===== config.mk =====
export PLATFORM = sky130hd
export DESIGN_NAME = tsc_top
export DESIGN_NICKNAME = d
export VERILOG_FILES = /design/src/verilog/tsc_avs.v /design/src/verilog/tsc_top.v
export VERILOG_INCLUDE_DIRS = /design/src /design/src/common
export SDC_FILE = /design/constraint.sdc
export NUM_CORES = 1
export LEC_CHECK = 0
export ABC_AREA = 0
export CORE_UTILIZATION = 45
export DETAILED_ROUTE_END_ITERATION = 10
export DONT_BUFFER_PORTS = 1
export GPL_TIMING_DRIVEN = 1
export HOLD_SLACK_MARGIN = 0.03
export SYNTH_ARGS = -nofsm -noshare
export SYNTH_HDL_FRONTEND = slang
export SYNTH_SLANG_ARGS = --single-unit

===== constraint.sdc =====
create_clock -name clock -period 3.3 [get_ports clock]
set_input_delay 0.495 -clock clock [delete_from_list [all_inputs] [get_ports clock]]
set_output_delay 0.495 -clock clock [all_outputs]
set_load 0.01 [all_outputs]

===== src/common/tsc_defs.vh =====
`ifndef TSC_DEFS_VH
`define TSC_DEFS_VH

// Register word indices; the byte address is four times the index.
`define TSC_IDX_MODE       3'h0
`define TSC_IDX_PAIR       3'h1
`define TSC_IDX_STATUS     3'h2
`define TSC_IDX_SHAPE      3'h3

// Interface mode register fields.
`define TSC_MODE_RATE_SEL  0
`define TSC_MODE_CFG_LSB   1
`define TSC_MODE_IN_RATE   3
`define TSC_MODE_OUT_RATE  5
`define TSC_MODE_CLK_RATIO 7

// Stream pair select register fields.
`define TSC_PAIR_A_LSB     0
`define TSC_PAIR_B_LSB     4

// Reset values.
`define TSC_MODE_RESET     8'h00
`define TSC_PAIR_RESET     8'h32

// Rate field codes.
`define TSC_RATE_2M        2'h0
`define TSC_RATE_4M        2'h1
`define TSC_RATE_8M        2'h2

// Switch configuration codes at the 2.048 Mb/s identical rate.
`define TSC_CFG_8X8        2'h0
`define TSC_CFG_16X8       2'h1
`define TSC_CFG_PAIR       2'h2
`define TSC_CFG_NIBBLE     2'h3

// Active arrangement codes shown in the status register.
`define TSC_ARR_8X8        4'h0
`define TSC_ARR_16X8       4'h1
`define TSC_ARR_PAIR       4'h2
`define TSC_ARR_NIBBLE     4'h3
`define TSC_ARR_8X4        4'h4
`define TSC_ARR_4X4        4'h5
`define TSC_ARR_2X2        4'h6
`define TSC_ARR_DIFF       4'h7
`define TSC_ARR_NONE       4'hF

// Channels per frame for each rate.
`define TSC_CH_2M          8'h20
`define TSC_CH_4M          8'h40
`define TSC_CH_8M          8'h80
`define TSC_CH_NIBBLE      8'h40

// Matrix sizes.
`define TSC_MAT_128        10'h080
`define TSC_MAT_256        10'h100
`define TSC_MAT_512        10'h200

`endif


===== src/verilog/tsc_avs.v =====
module tsc_avs #(
  parameter DW = 32
) (
  input  wire          clock,
  input  wire          rst,
  input  wire          avs_read,
  input  wire          avs_write,
  input  wire [DW-1:0] rd_mux,
  output wire          avs_waitrequest,
  output wire          accept,
  output wire [DW-1:0] avs_readdata
);

  reg          ack_q;
  reg [DW-1:0] rdata_q;

  // Every access is stretched to two cycles so read data can come from a flop.
  assign avs_waitrequest = (avs_read | avs_write) & ~ack_q;
  assign accept          = (avs_read | avs_write) & ack_q;
  assign avs_readdata    = rdata_q;

  always @(posedge clock) begin
    if (rst) begin
      ack_q   <= 1'b0;
      rdata_q <= {DW{1'b0}};
    end else begin
      ack_q <= (avs_read | avs_write) & ~ack_q;
      if (avs_read & ~ack_q) begin
        rdata_q <= rd_mux;
      end
    end
  end

endmodule


===== src/verilog/tsc_top.v =====
// The address map and register access over Avalon-MM were chosen for this implementation.
`include "tsc_defs.vh"

// Contract
// - Identical rates: arrangement chosen by the switch configuration bits at 2.048 and 4.096 Mb/s.
// - Different rates: always non-blocking, stream counts from the two rate fields.
// - Identical rates: both rates from input rate field, output field ignored.
// - At 2.048 Mb/s: 8x8, 16x8, stream-pair or nibble arrangements.
// - 8x8: eight by eight streams of 32 channels, 256x256 non-blocking, delay choice.
// - 16x8: 512x256 blocking, variable delay only, multiplexed bus mode only.
// - Stream-pair: pairs 0,1 fixed plus pairs A,B from 2..9, 128x128.
// - Stream-pair: 4.096 MHz clock, per-channel variable or constant delay.
// - Nibble: 64 nibbles per stream, eight in by four out, 512x256 blocking.
// - 4.096 Mb/s 8x4: 512x256 blocking, 64 channels, variable delay only.
// - 4.096 Mb/s 4x4: 256x256 non-blocking with delay choice.
// - 8.192 Mb/s: two by two streams of 128 slots, configuration bits ignored.
// - Different rates: input and output rates from their fields, configuration bits ignored.
// - Different rates: counts from rates, 256x256 non-blocking with delay choice.
// - One common rate for all inputs, one for all outputs.
module tsc_top (
  input  wire        clock,
  input  wire        rst,
  input  wire [2:0]  avs_address,
  input  wire        avs_read,
  input  wire        avs_write,
  input  wire [3:0]  avs_byteenable,
  input  wire [31:0] avs_writedata,
  output wire [31:0] avs_readdata,
  output wire        avs_waitrequest,
  input  wire        frame_pulse_input,
  input  wire        mux_bus_mode,
  output wire [3:0]  active_arrangement,
  output wire [1:0]  active_input_rate,
  output wire [1:0]  active_output_rate,
  output wire [15:0] input_stream_enable,
  output wire [9:0]  serial_output_stream_oe_n,
  output wire [7:0]  input_channels,
  output wire [7:0]  output_channels,
  output wire [9:0]  matrix_inputs,
  output wire [9:0]  matrix_outputs,
  output wire        blocking_matrix,
  output wire        const_delay_allowed,
  output wire        nibble_mode,
  output wire        config_error,
  output wire        config_pending
);

  function [15:0] low_mask;
    input [4:0] n;
    begin
      low_mask = (16'h0001 << n) - 16'h0001;
    end
  endfunction
  function [15:0] pair_bit;
    input [3:0] p;
    begin
      pair_bit = (p >= 4'h2 && p <= 4'h9) ? (16'h0001 << p) : 16'h0000;
    end
  endfunction
  function [7:0] rate_chans;
    input [1:0] r;
    begin
      case (r)
        `TSC_RATE_2M: rate_chans = `TSC_CH_2M;
        `TSC_RATE_4M: rate_chans = `TSC_CH_4M;
        `TSC_RATE_8M: rate_chans = `TSC_CH_8M;
        default:      rate_chans = 8'h00;
      endcase
    end
  endfunction

  reg  [7:0]  mode_q;
  reg  [7:0]  pair_q;
  reg         frame_q;
  reg         pending_q;
  reg  [3:0]  arr_q;
  reg  [1:0]  irate_q;
  reg  [1:0]  orate_q;
  reg  [15:0] in_en_q;
  reg  [9:0]  out_oe_n_q;
  reg  [7:0]  in_ch_q;
  reg  [7:0]  out_ch_q;
  reg  [9:0]  mat_in_q;
  reg  [9:0]  mat_out_q;
  reg         blk_q;
  reg         cd_q;
  reg         nib_q;
  reg         err_q;
  reg         rate_sel_act_q;
  reg  [3:0]  d_arr;
  reg  [1:0]  d_irate;
  reg  [1:0]  d_orate;
  reg  [4:0]  d_in_n;
  reg  [4:0]  d_out_n;
  reg  [15:0] d_pair;
  reg         d_use_pair;
  reg  [15:0] d_in_mask;
  reg  [15:0] d_out_mask;
  reg  [9:0]  d_mi;
  reg  [9:0]  d_mo;
  reg         d_blk;
  reg         d_cd;
  reg         d_nib;
  reg         d_err;
  reg  [31:0] rd_mux;
  wire        rate_sel  = mode_q[`TSC_MODE_RATE_SEL];
  wire [1:0]  cfg_bits  = mode_q[`TSC_MODE_CFG_LSB +: 2];
  wire [1:0]  in_rate   = mode_q[`TSC_MODE_IN_RATE +: 2];
  wire [1:0]  out_rate  = mode_q[`TSC_MODE_OUT_RATE +: 2];
  wire        clk_ratio = mode_q[`TSC_MODE_CLK_RATIO];
  wire [3:0]  pa        = pair_q[`TSC_PAIR_A_LSB +: 4];
  wire [3:0]  pb        = pair_q[`TSC_PAIR_B_LSB +: 4];
  wire        accept;
  wire        boundary = frame_pulse_input & ~frame_q;
  wire        wr_ok    = accept & avs_write & avs_byteenable[0];
  wire        wr_mode  = wr_ok & (avs_address == `TSC_IDX_MODE);
  wire        wr_pair  = wr_ok & (avs_address == `TSC_IDX_PAIR);
  wire        clk_mismatch = ~rate_sel_act_q & (clk_ratio != (irate_q != `TSC_RATE_2M));

  tsc_avs #(
    .DW (32)
  ) u_avs (
    .clock           (clock),
    .rst             (rst),
    .avs_read        (avs_read),
    .avs_write       (avs_write),
    .rd_mux          (rd_mux),
    .avs_waitrequest (avs_waitrequest),
    .accept          (accept),
    .avs_readdata    (avs_readdata)
  );

  // Decode of the programmed mode into the next frame's arrangement.
  always @* begin
    d_arr      = `TSC_ARR_NONE;
    d_irate    = in_rate;
    d_orate    = in_rate;
    d_in_n     = 5'h00;
    d_out_n    = 5'h00;
    d_pair     = 16'h0000;
    d_use_pair = 1'b0;
    d_mi       = 10'h000;
    d_mo       = 10'h000;
    d_blk      = 1'b0;
    d_cd       = 1'b0;
    d_nib      = 1'b0;
    d_err      = 1'b0;
    if (!rate_sel) begin
      case (in_rate)
        `TSC_RATE_2M: begin
          case (cfg_bits)
            `TSC_CFG_16X8: begin
              if (mux_bus_mode) begin
                d_arr   = `TSC_ARR_16X8;
                d_in_n  = 5'h10;
                d_out_n = 5'h08;
                d_blk   = 1'b1;
                d_mi    = `TSC_MAT_512;
                d_mo    = `TSC_MAT_256;
              end else begin
                d_err   = 1'b1;
                d_arr   = `TSC_ARR_8X8;
                d_in_n  = 5'h08;
                d_out_n = 5'h08;
                d_cd    = 1'b1;
                d_mi    = `TSC_MAT_256;
                d_mo    = `TSC_MAT_256;
              end
            end
            `TSC_CFG_PAIR: begin
              d_arr      = `TSC_ARR_PAIR;
              d_use_pair = 1'b1;
              d_pair     = 16'h0003 | pair_bit(pa) | pair_bit(pb);
              d_err      = (pair_bit(pa) == 16'h0000) | (pair_bit(pb) == 16'h0000) | (pa == pb);
              d_cd       = 1'b1;
              d_mi       = `TSC_MAT_128;
              d_mo       = `TSC_MAT_128;
            end
            `TSC_CFG_NIBBLE: begin
              d_arr   = `TSC_ARR_NIBBLE;
              d_in_n  = 5'h08;
              d_out_n = 5'h04;
              d_nib   = 1'b1;
              d_blk   = 1'b1;
              d_mi    = `TSC_MAT_512;
              d_mo    = `TSC_MAT_256;
            end
            default: begin
              d_arr   = `TSC_ARR_8X8;
              d_in_n  = 5'h08;
              d_out_n = 5'h08;
              d_cd    = 1'b1;
              d_mi    = `TSC_MAT_256;
              d_mo    = `TSC_MAT_256;
            end
          endcase
        end
        `TSC_RATE_4M: begin
          if (cfg_bits[0]) begin
            d_arr   = `TSC_ARR_4X4;
            d_in_n  = 5'h04;
            d_out_n = 5'h04;
            d_cd    = 1'b1;
            d_mi    = `TSC_MAT_256;
            d_mo    = `TSC_MAT_256;
          end else begin
            d_arr   = `TSC_ARR_8X4;
            d_in_n  = 5'h08;
            d_out_n = 5'h04;
            d_blk   = 1'b1;
            d_mi    = `TSC_MAT_512;
            d_mo    = `TSC_MAT_256;
          end
        end
        `TSC_RATE_8M: begin
          d_arr   = `TSC_ARR_2X2;
          d_in_n  = 5'h02;
          d_out_n = 5'h02;
          d_cd    = 1'b1;
          d_mi    = `TSC_MAT_256;
          d_mo    = `TSC_MAT_256;
        end
        default: begin
          d_err = 1'b1;
        end
      endcase
    end else begin
      d_orate = out_rate;
      d_arr   = `TSC_ARR_DIFF;
      d_cd    = 1'b1;
      d_mi    = `TSC_MAT_256;
      d_mo    = `TSC_MAT_256;
      case ({in_rate, out_rate})
        {`TSC_RATE_2M, `TSC_RATE_4M}: begin
          d_in_n  = 5'h08;
          d_out_n = 5'h04;
        end
        {`TSC_RATE_2M, `TSC_RATE_8M}: begin
          d_in_n  = 5'h08;
          d_out_n = 5'h02;
        end
        {`TSC_RATE_4M, `TSC_RATE_2M}: begin
          d_in_n  = 5'h04;
          d_out_n = 5'h08;
        end
        {`TSC_RATE_8M, `TSC_RATE_2M}: begin
          d_in_n  = 5'h02;
          d_out_n = 5'h08;
        end
        default: begin
          d_err = 1'b1;
          d_arr = `TSC_ARR_NONE;
          d_cd  = 1'b0;
          d_mi  = 10'h000;
          d_mo  = 10'h000;
        end
      endcase
    end
    d_in_mask  = d_use_pair ? d_pair : low_mask(d_in_n);
    d_out_mask = d_use_pair ? d_pair : low_mask(d_out_n);
  end

  always @* begin
    case (avs_address)
      `TSC_IDX_MODE:   rd_mux = {24'h000000, mode_q};
      `TSC_IDX_PAIR:   rd_mux = {24'h000000, pair_q};
      `TSC_IDX_STATUS: rd_mux = {17'h00000, orate_q, irate_q, rate_sel_act_q, clk_mismatch, pending_q,
                                 err_q, nib_q, cd_q, blk_q, arr_q};
      `TSC_IDX_SHAPE:  rd_mux = {out_ch_q, in_ch_q, mat_out_q[9:2], mat_in_q[9:2]};
      default:         rd_mux = 32'h00000000;
    endcase
  end

  always @(posedge clock) begin
    if (rst) begin
      mode_q     <= `TSC_MODE_RESET;
      pair_q     <= `TSC_PAIR_RESET;
      frame_q    <= 1'b0;
      pending_q  <= 1'b1;
      arr_q      <= `TSC_ARR_NONE;
      irate_q    <= `TSC_RATE_2M;
      orate_q    <= `TSC_RATE_2M;
      in_en_q    <= 16'h0000;
      out_oe_n_q <= 10'h3FF;
      in_ch_q    <= 8'h00;
      out_ch_q   <= 8'h00;
      mat_in_q   <= 10'h000;
      mat_out_q  <= 10'h000;
      blk_q      <= 1'b0;
      cd_q       <= 1'b0;
      nib_q      <= 1'b0;
      err_q      <= 1'b0;
      rate_sel_act_q <= 1'b0;
    end else begin
      frame_q <= frame_pulse_input;
      if (wr_mode) mode_q <= avs_writedata[7:0];
      if (wr_pair) pair_q <= avs_writedata[7:0];
      // A write in the boundary cycle was not yet decoded, so it stays pending.
      pending_q <= wr_mode | wr_pair | (pending_q & ~boundary);
      if (boundary) begin
        arr_q      <= d_arr;
        irate_q    <= d_irate;
        orate_q    <= d_orate;
        in_en_q    <= d_in_mask;
        out_oe_n_q <= ~d_out_mask[9:0];
        in_ch_q    <= d_nib ? `TSC_CH_NIBBLE : rate_chans(d_irate);
        out_ch_q   <= d_nib ? `TSC_CH_NIBBLE : rate_chans(d_orate);
        mat_in_q   <= d_mi;
        mat_out_q  <= d_mo;
        blk_q      <= d_blk;
        cd_q       <= d_cd;
        nib_q      <= d_nib;
        err_q      <= d_err;
        rate_sel_act_q <= rate_sel;
      end
    end
  end

  assign active_arrangement        = arr_q;
  assign active_input_rate         = irate_q;
  assign active_output_rate        = orate_q;
  assign input_stream_enable       = in_en_q;
  assign serial_output_stream_oe_n = out_oe_n_q;
  assign input_channels            = in_ch_q;
  assign output_channels           = out_ch_q;
  assign matrix_inputs             = mat_in_q;
  assign matrix_outputs            = mat_out_q;
  assign blocking_matrix           = blk_q;
  assign const_delay_allowed       = cd_q;
  assign nibble_mode               = nib_q;
  assign config_error              = err_q;
  assign config_pending            = pending_q;

endmodule


# == After elaboration in Yosys (flattened, before gate mapping) ==
# Index checks and enable logic that the tools add are counted.
# totals
output_inout_bits,108
register_bits,126
elab_cells,138
inputBits,45
# classes
bitwise_logic,21
reduce_logical,12
n_lt_le_gt_ge,4
eq_ne,16
shift,4
muxes,59
n_addsub,2
# op_table
cell,n
case mux 32 bit (4 select lines),1
two-way mux 16 bit,6
case mux 10 bit (3 select lines),2
case mux 4 bit (3 select lines),5
two-way mux 10 bit,5
case mux 8 bit (3 select lines),2
zero test 16 bit,2
left shift 1 x 4 -> 16 bit (first input constant),2
two-way mux 9 bit,2
case mux 9 bit (2 select lines),1
two-way mux 1 bit,17
two-way mux 8 bit,2
OR 16 bit,1
left shift 1 x 5 -> 16 bit (first input constant),1
subtractor 16 x 1 -> 16 bit (second input constant),1
two-way mux 5 bit,3
case mux 5 bit (3 select lines),1
two-way mux 4 bit,3
bitwise AND 1 bit,10
inverter 10 bit,1
case mux 1 bit (2 select lines),5
case mux 5 bit (2 select lines),1
left shift 1 x 5 -> 10 bit (first input constant),1
subtractor 10 x 1 -> 10 bit (second input constant),1
23 further kinds,42

# == Longest topological paths before layout ==
# Gate-level depths: netlist (run 1).
# depth
word_depth,9
ltp_mapped,11
ltp_nobuf,10

# == Cells and area by module ==
# Synthesis (run 1) repeated with hierarchy kept, for this count alone.
# unflattened
hier_cells,646
area_unflattened_um2,5452.7
# by_module_without_submodules
module,seq_area_each_um2,cells_per_inst,area_each_um2,n_inst
tsc_top,1301.2,496,3963.8,1
tsc_avs,660.6,150,1488.9,1

# == Worst setup path before layout (run 1) ==
# No wires, ideal clock.
# synth_path
kind,register to register
startpoint,register mode_q[4]
endpoint,"register in_en_q[8], in the netlist input_stream_enable[8]"
arrival_ns,2.734
period_less_slack_ns,2.813
slack_ns,0.487
setup_ns,0.079
n_path_buf,0
path_stages_with_launch,10
path_cell_list,dfxtp_1 -> inv_1 -> ha_1 -> nor2b_1 -> a311oi_4 -> o21ai_4 -> or3_1 -> ha_1 -> or4_1 -> o211ai_1
# synth_between
elab_chain_len,7
word_cells_on_any_way,18
classes_between,add/sub (1); eq/ne (6); shift (1); mux (8); reduce/logical (2)
# synth_lines
item,line,text
start: declaration,tsc_top.v:72,reg [7:0] mode_q;
start signal: assignment,tsc_top.v:276,mode_q <= `TSC_MODE_RESET;
start signal: assignment,tsc_top.v:296,if (wr_mode) mode_q <= avs_writedata[7:0];
equality test 4 x 2 -> 1 bit or equality test 4 x 1 -> 1 bit (tied branches),tsc_top.v:233,"case ({in_rate, out_rate})"
OR reduction 2 bit (no source line),-,
case mux 4 bit (3 select lines),tsc_top.v:233,
two-way mux 5 bit,tsc_top.v:148,if (!rate_sel) begin
left shift 1 x 5 -> 16 bit,tsc_top.v:51,low_mask = (16'h0001 << n) - 16'h0001;
subtractor 16 x 1 -> 16 bit,tsc_top.v:51,
two-way mux 16 bit (*),tsc_top.v:259,d_in_mask = d_use_pair ? d_pair : low_mask(d_in_n);
end signal: assignment,tsc_top.v:304,in_en_q <= d_in_mask;
end: declaration,tsc_top.v:79,reg [15:0] in_en_q;
# Mark *: on every way between the ends. The rest lies on a longest branch, timed or not.
# A chain may end at the register's enable or synchronous reset.

# == Worst setup path after layout (run 1) ==
# layout_path
startpoint,register mode_q[2]
endpoint,"register in_en_q[8], in the netlist input_stream_enable[8]"
# layout_between
elab_chain_len,7
word_cells_on_any_way,14
classes_between,add/sub (1); eq/ne (2); shift (1); mux (10)
# layout_lines
item,line,text
equality test 2 bit or equality test 2 x 1 -> 1 bit (tied branches),-,
case mux 5 bit (2 select lines),tsc_top.v:151,case (cfg_bits)
case mux 5 bit (3 select lines),tsc_top.v:149,case (in_rate)
two-way mux 5 bit,tsc_top.v:148,
left shift 1 x 5 -> 16 bit,tsc_top.v:51,
subtractor 16 x 1 -> 16 bit,tsc_top.v:51,
two-way mux 16 bit (*),tsc_top.v:259,
# Marks and branches as above.

==> impl_metrics.toml, run 1 <==
[clock_network]
cts_max_path_buffers = 2
buffer_type_at_the_clock_tree_root = "sky130_fd_sc_hd__clkbuf_8"
cts_clock_pin_slew_for_the_worst_setup_and_hold_paths_ps = 90
clk_latency_worst_skew_pair_ps = 360
numClockSinks = 87
numCtsBuffers = 9
post_cts.repair.setup_buffers = 0
h-tree-depth = 3
clock_tree_from_tritoncts = "yes"

[global_routing]
number_of_antenna_violations_at_the_first_check_in_global_routing = 0
grt.total_usage_pct = 22.4
busiest_layer = "met2"
grt_max_degree = 89
grt_pass1_vias = 3767
use_met2_pct = 35.9
grt.overflow.total = 0
use_met3_pct = 6.20
grt_pass1_wl_mm = 19.7
global_route.usage.met1_pct = 27.9

[worst_setup_path]
crit_path_end_kind = "flip-flop"
rr_endpoint = "input_stream_enable[8]"
crit-reg2reg-launch = "mode_q[2]"
critPathLaunchType = "flip-flop"
delay_heaviest_family_cp = "simple AND/OR/NAND/NOR gates"
timing.critical_path.required_ps = 3580
arrival_ps = 3380
timing.setup.critical_path_class = "flip-flop to flip-flop"
cp_max_fo = 10
cp_num_buf_inv = 1
reg2regPathDepth = 9
crit_path_max_incr_delay_ps = 530
cpMaxStageDelayCell = "sky130_fd_sc_hd__a311oi_4"
cpMostUsedCell = "sky130_fd_sc_hd__ha_1"
ff2ff_setup_slack_ps = 200
timing.critical_path.cells = "inv_1 -> ha_1 -> nand2b_1 -> a311oi_4 -> o21ai_4 -> or3_1 -> ha_1 -> or4_1 -> o211ai_1"

[synthesis]
dominantRegCellSynth = "sky130_fd_sc_hd__dfxtp_1"
yosys.area.top_type_share_pct = 37.0
post_synth_instance_area_sq_mm = 0.00471
avgSynthCellArea_sq_um = 8.38
synthTopCellsByCount = "87 x sky130_fd_sc_hd__dfxtp_1, 80 x sky130_fd_sc_hd__nor2_1, 46 x sky130_fd_sc_hd__nand2_1"
synth_warnings = 0
post_synth_main_area_contributors = "sky130_fd_sc_hd__dfxtp_1 37%, sky130_fd_sc_hd__nor2_1 6.4%, sky130_fd_sc_hd__buf_4 6.2%"
synthArstFlopShare_pct = 0
synthDominantAreaCellType = "sky130_fd_sc_hd__dfxtp_1"
synth.ff_latch_count = 87
synth_enable_flop_cells = 0
yosysSeqAreaShare_pct = 37.0
yosysUniqueCellTypes = 70
yosys.cell_count.top_type = "sky130_fd_sc_hd__dfxtp_1"
syn-instance-count = 562

[floorplanning]
dieHeight_um = 104
ios = 153
design.die.area_sq_mm = 0.0109
core_sq_mm = 0.00995
die_w_um = 104
initial_core_util_pct = 47.3
placement_rows = 36

[final_layout]
final_core_util_pct = 48.6
fillers = 963
final_layout_size_suffix_gt1_share_pct = 8.81
diodes = 0
flow.area_growth_from_synthesis_pct = 2.68
finalNetCount = 598

[routing]
average_wire_length_per_cell_after_detail_routing_um = 17.7
num_vias = 3905
detail_route.drc_violations = 0
detail_route.iter0.violations = 197
routed_wirelength_mm = 12.0
drt-vias-per-instance = 5.76
final_antenna_net_count = 0
first_pass_drt_iterations = 5

[placement]
port_buffers = 0
place_congestion = 0.859
detailed_place_hpwl_mm = 8.66
placement.setup.worst_slack_ps = 239

[pwr]
total_power_uw = 2050
power.density_mw_per_mm2 = 424
power_switching_share_pct = 26.3
share_seq_of_total_power_pct = 55.3
ir_drop_uv = 188
power.clock.fraction_pct = 37.6
power_switching_uw = 539
leakagePower_uw = 0.00187
internal_power_uw = 1510
share_comb_of_total_power_pct = 7.2

[flow_run]
maxCapViolCount = 0

[worst_hold_path]
hold_path.class = "primary input to flip-flop"
min_to = "input_stream_enable[9]"
whs_path_depth = 1
worst_hold_startpoint = "rst"

[run_status]
outcome = "complete, no violations"

[sta]
timing.fmax_ghz = 0.322
setup_viol = 0
final-max-slew-violation-count = 0
timing.slew.headroom_pct = 39.1
finalSetupTns_ps = 0
transition_time_of_the_tightest_slew_check_pin_ps = 914
final_hold_violations = 0
final_min_period_ps = 3100
hold_ws_ps = 206
rsz_0062_raised_after_global_routing = "no"
clock_skew_ps = 12.4
setup_ws_ps = 197
share_of_the_cycle_needed_by_the_critical_path_after_routing_pct = 94.0
## cells by family (layout without fill, tap and decap cells)
family | after synthesis | after routing | share of synthesized area [%]
fa+ha+maj | 13 | 13 | 3.45
xor+xnor | 8 | 8 | 1.49
other cells | 1 | 36 | 0.0796
mux | 24 | 24 | 6.03
simple gates | 205 | 205 | 20.7
flops | 87 | 87 | 37.0
buf+inv | 92 | 40 | 11.0
compound gates | 132 | 132 | 20.3
## per-stage QoR
stage	instance area, sq um	std cells
3_5_place_dp	4630	662
4_1_cts	4830	678
2_1_floorplan	4840	597
3_3_place_gp	4630	662
6_report	4830	678
5_1_grt	4830	678
## layout by cell type, fill, tap and decap left out, types with 17 or more instances in the layout
cell	netlist	layout
sky130_fd_sc_hd__dfxtp_1	87	87
sky130_fd_sc_hd__nor2_1	80	80
sky130_fd_sc_hd__nand2_1	46	46
sky130_fd_sc_hd__conb_1	1	36
sky130_fd_sc_hd__a21oi_1	29	29
sky130_fd_sc_hd__a22oi_1	23	23
sky130_fd_sc_hd__nor3_1	19	19
sky130_fd_sc_hd__mux2i_1	19	19
sky130_fd_sc_hd__o21ai_0	17	17
## cell type report
type,instances,area [sq um],share of cell area (%)
Multi-Input combinational cell,418,2590,53.5
Sequential cell,87,1740,36.0
Tap cell,133,166,3.44
Clock buffer,10,138,2.85
Timing Repair Buffer,12,90.1,1.86
Clock inverter,6,65.1,1.35
Inverter,12,45.0,0.932
## power groups by stage
| stage | sequential [uW] | clock (uW) | combinational (uW) |
|---|---|---|---|
| global route | 1140 | 833 | 167 |
| detailed placement | 1160 | 0 | 146 |
| CTS | 1140 | 790 | 147 |
| finish | 1130 | 771 | 148 |
| global placement | 1160 | 0 | 144 |
| floorplan | 1150 | 0 | 176 |
## metal layers
layer / vias to the layer above / part of all wire (%)
met1: 1864 / 44
met5: - / 0
li1: 1860 / -
met2: 158 / 46
met4: 0 / 2.7
met3: 23 / 7.3
## repair_timing
action	in CTS	in global routing
hold buffers	0	0
endpoints found under the hold margin	0	0
resized for setup	0	1
endpoints found under the setup margin	0	2
## sequential cells by signal, summed over array words and instances, names as in the netlist, 2 cells and up
signal	cells
active_arrangement	4
active_input_rate	2
active_output_rate	2
input_channels	3
input_stream_enable	15
matrix_inputs	2
matrix_outputs	2
mode_q	8
output_channels	3
pair_q	8
serial_output_stream_oe_n	9
u_avs.avs_readdata	21
## worst max path at each step
stage	from	end	slack, ps	cells after the start
finish	mode_q[2]	input_stream_enable[8]	200	9
global route	mode_q[2]	input_stream_enable[8]	40	9
CTS	mode_q[3]	input_stream_enable[8]	190	8
detailed placement	mode_q[3]	input_stream_enable[8]	240	8
global placement	mode_q[3]	input_stream_enable[8]	270	8
floorplan	mode_q[4]	input_stream_enable[8]	490	9
No activity file was read; power rests on OpenSTA's default activity.
==> run 2, diff against run 1 <==
- CTS_BUF_LIST: unset -> sky130_fd_sc_hd__clkbuf_4 sky130_fd_sc_hd__clkbuf_8
- clock period: 3.3 -> 2.8 ns (I/O delays scaled with it)
==> impl_metrics.toml, run 2 (same netlist as run 1, synthesis figures left out) <==
[run_status]
outcome = "complete, no violations"

[worst_setup_path]
crit_path_max_incr_delay_ps = 530
delay_heaviest_family_cp = "simple AND/OR/NAND/NOR gates"
timing.critical_path.required_ps = 3080
cp_max_fo = 6
arrival_ps = 2980
critPathLaunchType = "flip-flop"
crit_path_end_kind = "flip-flop"
timing.critical_path.cells = "inv_1 -> ha_2 -> buf_4 -> a311oi_4 -> o21ai_4 -> or3_1 -> ha_2 -> or4_1 -> o211ai_1"
timing.setup.critical_path_class = "flip-flop to flip-flop"
cpMaxStageDelayCell = "sky130_fd_sc_hd__or4_1"
cp_num_buf_inv = 2
cpMostUsedCell = "sky130_fd_sc_hd__ha_2"

[floorplanning]
die_w_um = 104
design.die.area_sq_mm = 0.0109
placement_rows = 36
dieHeight_um = 104
core_sq_mm = 0.00995
initial_core_util_pct = 47.3
ios = 153

[global_routing]
use_met3_pct = 6.33
number_of_antenna_violations_at_the_first_check_in_global_routing = 0
global_route.usage.met1_pct = 28.7
grt_pass1_wl_mm = 19.8
grt.overflow.total = 0
use_met2_pct = 36.8
grt.total_usage_pct = 23.0
grt_max_degree = 89
grt_pass1_vias = 3688
busiest_layer = "met2"

[pwr]
total_power_uw = 2460
ir_drop_uv = 208
leakagePower_uw = 0.00196
power.density_mw_per_mm2 = 493

[sta]
timing.fmax_ghz = 0.371
final_hold_violations = 0
clock_skew_ps = 12.7
rsz_0062_raised_after_global_routing = "no"
setup_viol = 0
final_min_period_ps = 2690
finalSetupTns_ps = 0
share_of_the_cycle_needed_by_the_critical_path_after_routing_pct = 96.2
final-max-slew-violation-count = 0
transition_time_of_the_tightest_slew_check_pin_ps = 864
timing.slew.headroom_pct = 42.1

[routing]
drt-vias-per-instance = 5.64
num_vias = 3928
routed_wirelength_mm = 12.3
average_wire_length_per_cell_after_detail_routing_um = 17.6
detail_route.iter0.violations = 276
first_pass_drt_iterations = 6
final_antenna_net_count = 0
detail_route.drc_violations = 0

[clock_network]
h-tree-depth = 3
numCtsBuffers = 9
clock_tree_from_tritoncts = "yes"
post_cts.repair.setup_buffers = 0
cts_hold_buf = 0
numClockSinks = 87
cts_max_path_buffers = 2
buffer_type_at_the_clock_tree_root = "sky130_fd_sc_hd__clkbuf_8"
clk_latency_worst_skew_pair_ps = 370
cts_clock_pin_slew_for_the_worst_setup_and_hold_paths_ps = 90

[placement]
port_buffers = 0
place_congestion = 0.872
detailed_place_hpwl_mm = 8.86

[final_layout]
diodes = 0
flow.area_growth_from_synthesis_pct = 5.95
fillers = 975
final_layout_size_suffix_gt1_share_pct = 12.3
final_cell_mix = "86 x sky130_fd_sc_hd__dfxtp_1, 80 x sky130_fd_sc_hd__nor2_1, 46 x sky130_fd_sc_hd__nand2_1"
finalNetCount = 616
largest_reg_flops = 21
layout.cells.most_common = "sky130_fd_sc_hd__dfxtp_1"

[flow_run]
maxCapViolCount = 0

[worst_hold_path]
hold_path.class = "primary input to flip-flop"
==> run 2: changes by cell type in the layout (fill, tap and decap cells not counted) <==
| cell | before | now |
|---|---|---|
| sky130_fd_sc_hd__dfxtp_4 | 0 | 1 |
| sky130_fd_sc_hd__ha_1 | 12 | 10 |
| sky130_fd_sc_hd__ha_2 | 1 | 3 |
| sky130_fd_sc_hd__clkinv_2 | 2 | 0 |
| sky130_fd_sc_hd__inv_8 | 0 | 1 |
| sky130_fd_sc_hd__dfxtp_1 | 87 | 86 |
| sky130_fd_sc_hd__clkinv_4 | 0 | 1 |
| sky130_fd_sc_hd__buf_4 | 12 | 30 |
==> run 2: layout make-up <==
class	count	area (sq um)	area share (%)
clock buffers	10	138	2.76
clock inverters	6	75.1	1.50
inverters	12	45.0	0.903
multi-input cells	418	2590	52.0
flip-flops and latches	87	1750	35.0
well taps	133	166	3.34
repair buffers	30	225	4.51
==> run 2: repair_timing <==
item | CTS | global route
endpoints found under the setup margin | 0 | 5
endpoints found under the hold margin | 0 | 0
gates resized for setup | 0 | 5
==> run 2: layer usage <==
layer | wire length, um | vias to the layer above | part of all wire (%)
li1 | - | 1903 | -
met1 | 5360 | 1860 | 44
met2 | 5760 | 142 | 47
met3 | 834 | 23 | 6.8
met4 | 312 | 0 | 2.5
met5 | 0 | - | 0
==> run 2: path summary, 6_finish.rpt <==
| kind | to | startpoint | cells after the start | slack [ps] |
|---|---|---|---|---|
| max | input_stream_enable[8] | mode_q[3] | 9 | 110 |
| min | frame_q | rst | 1 | 110 |
| max reg2reg | input_stream_enable[8] | mode_q[3] | 9 | 110 |
| min reg2reg | rate_sel_act_q | rate_sel_act_q | 2 | 480 |
==> run 2: power by group <==
group / internal (uW) / switching [uW]
logic: 67.1 / 113
registers: 1280 / 56.5
clock network: 451 / 496
==> run 2: through the flow <==
stage	hold slack [ps]	worst slack (ps)	util (%)	cell area [sq um]	instances
after floorplan	439	43.8	-	4840	597
after global placement	443	89.1	47.9	4760	680
after detailed placement	459	68.7	47.9	4760	680
after CTS	91.9	25.4	50.0	4980	696
after global routing	97.2	4.66	50.1	4990	696
final	115	107	50.1	4990	696
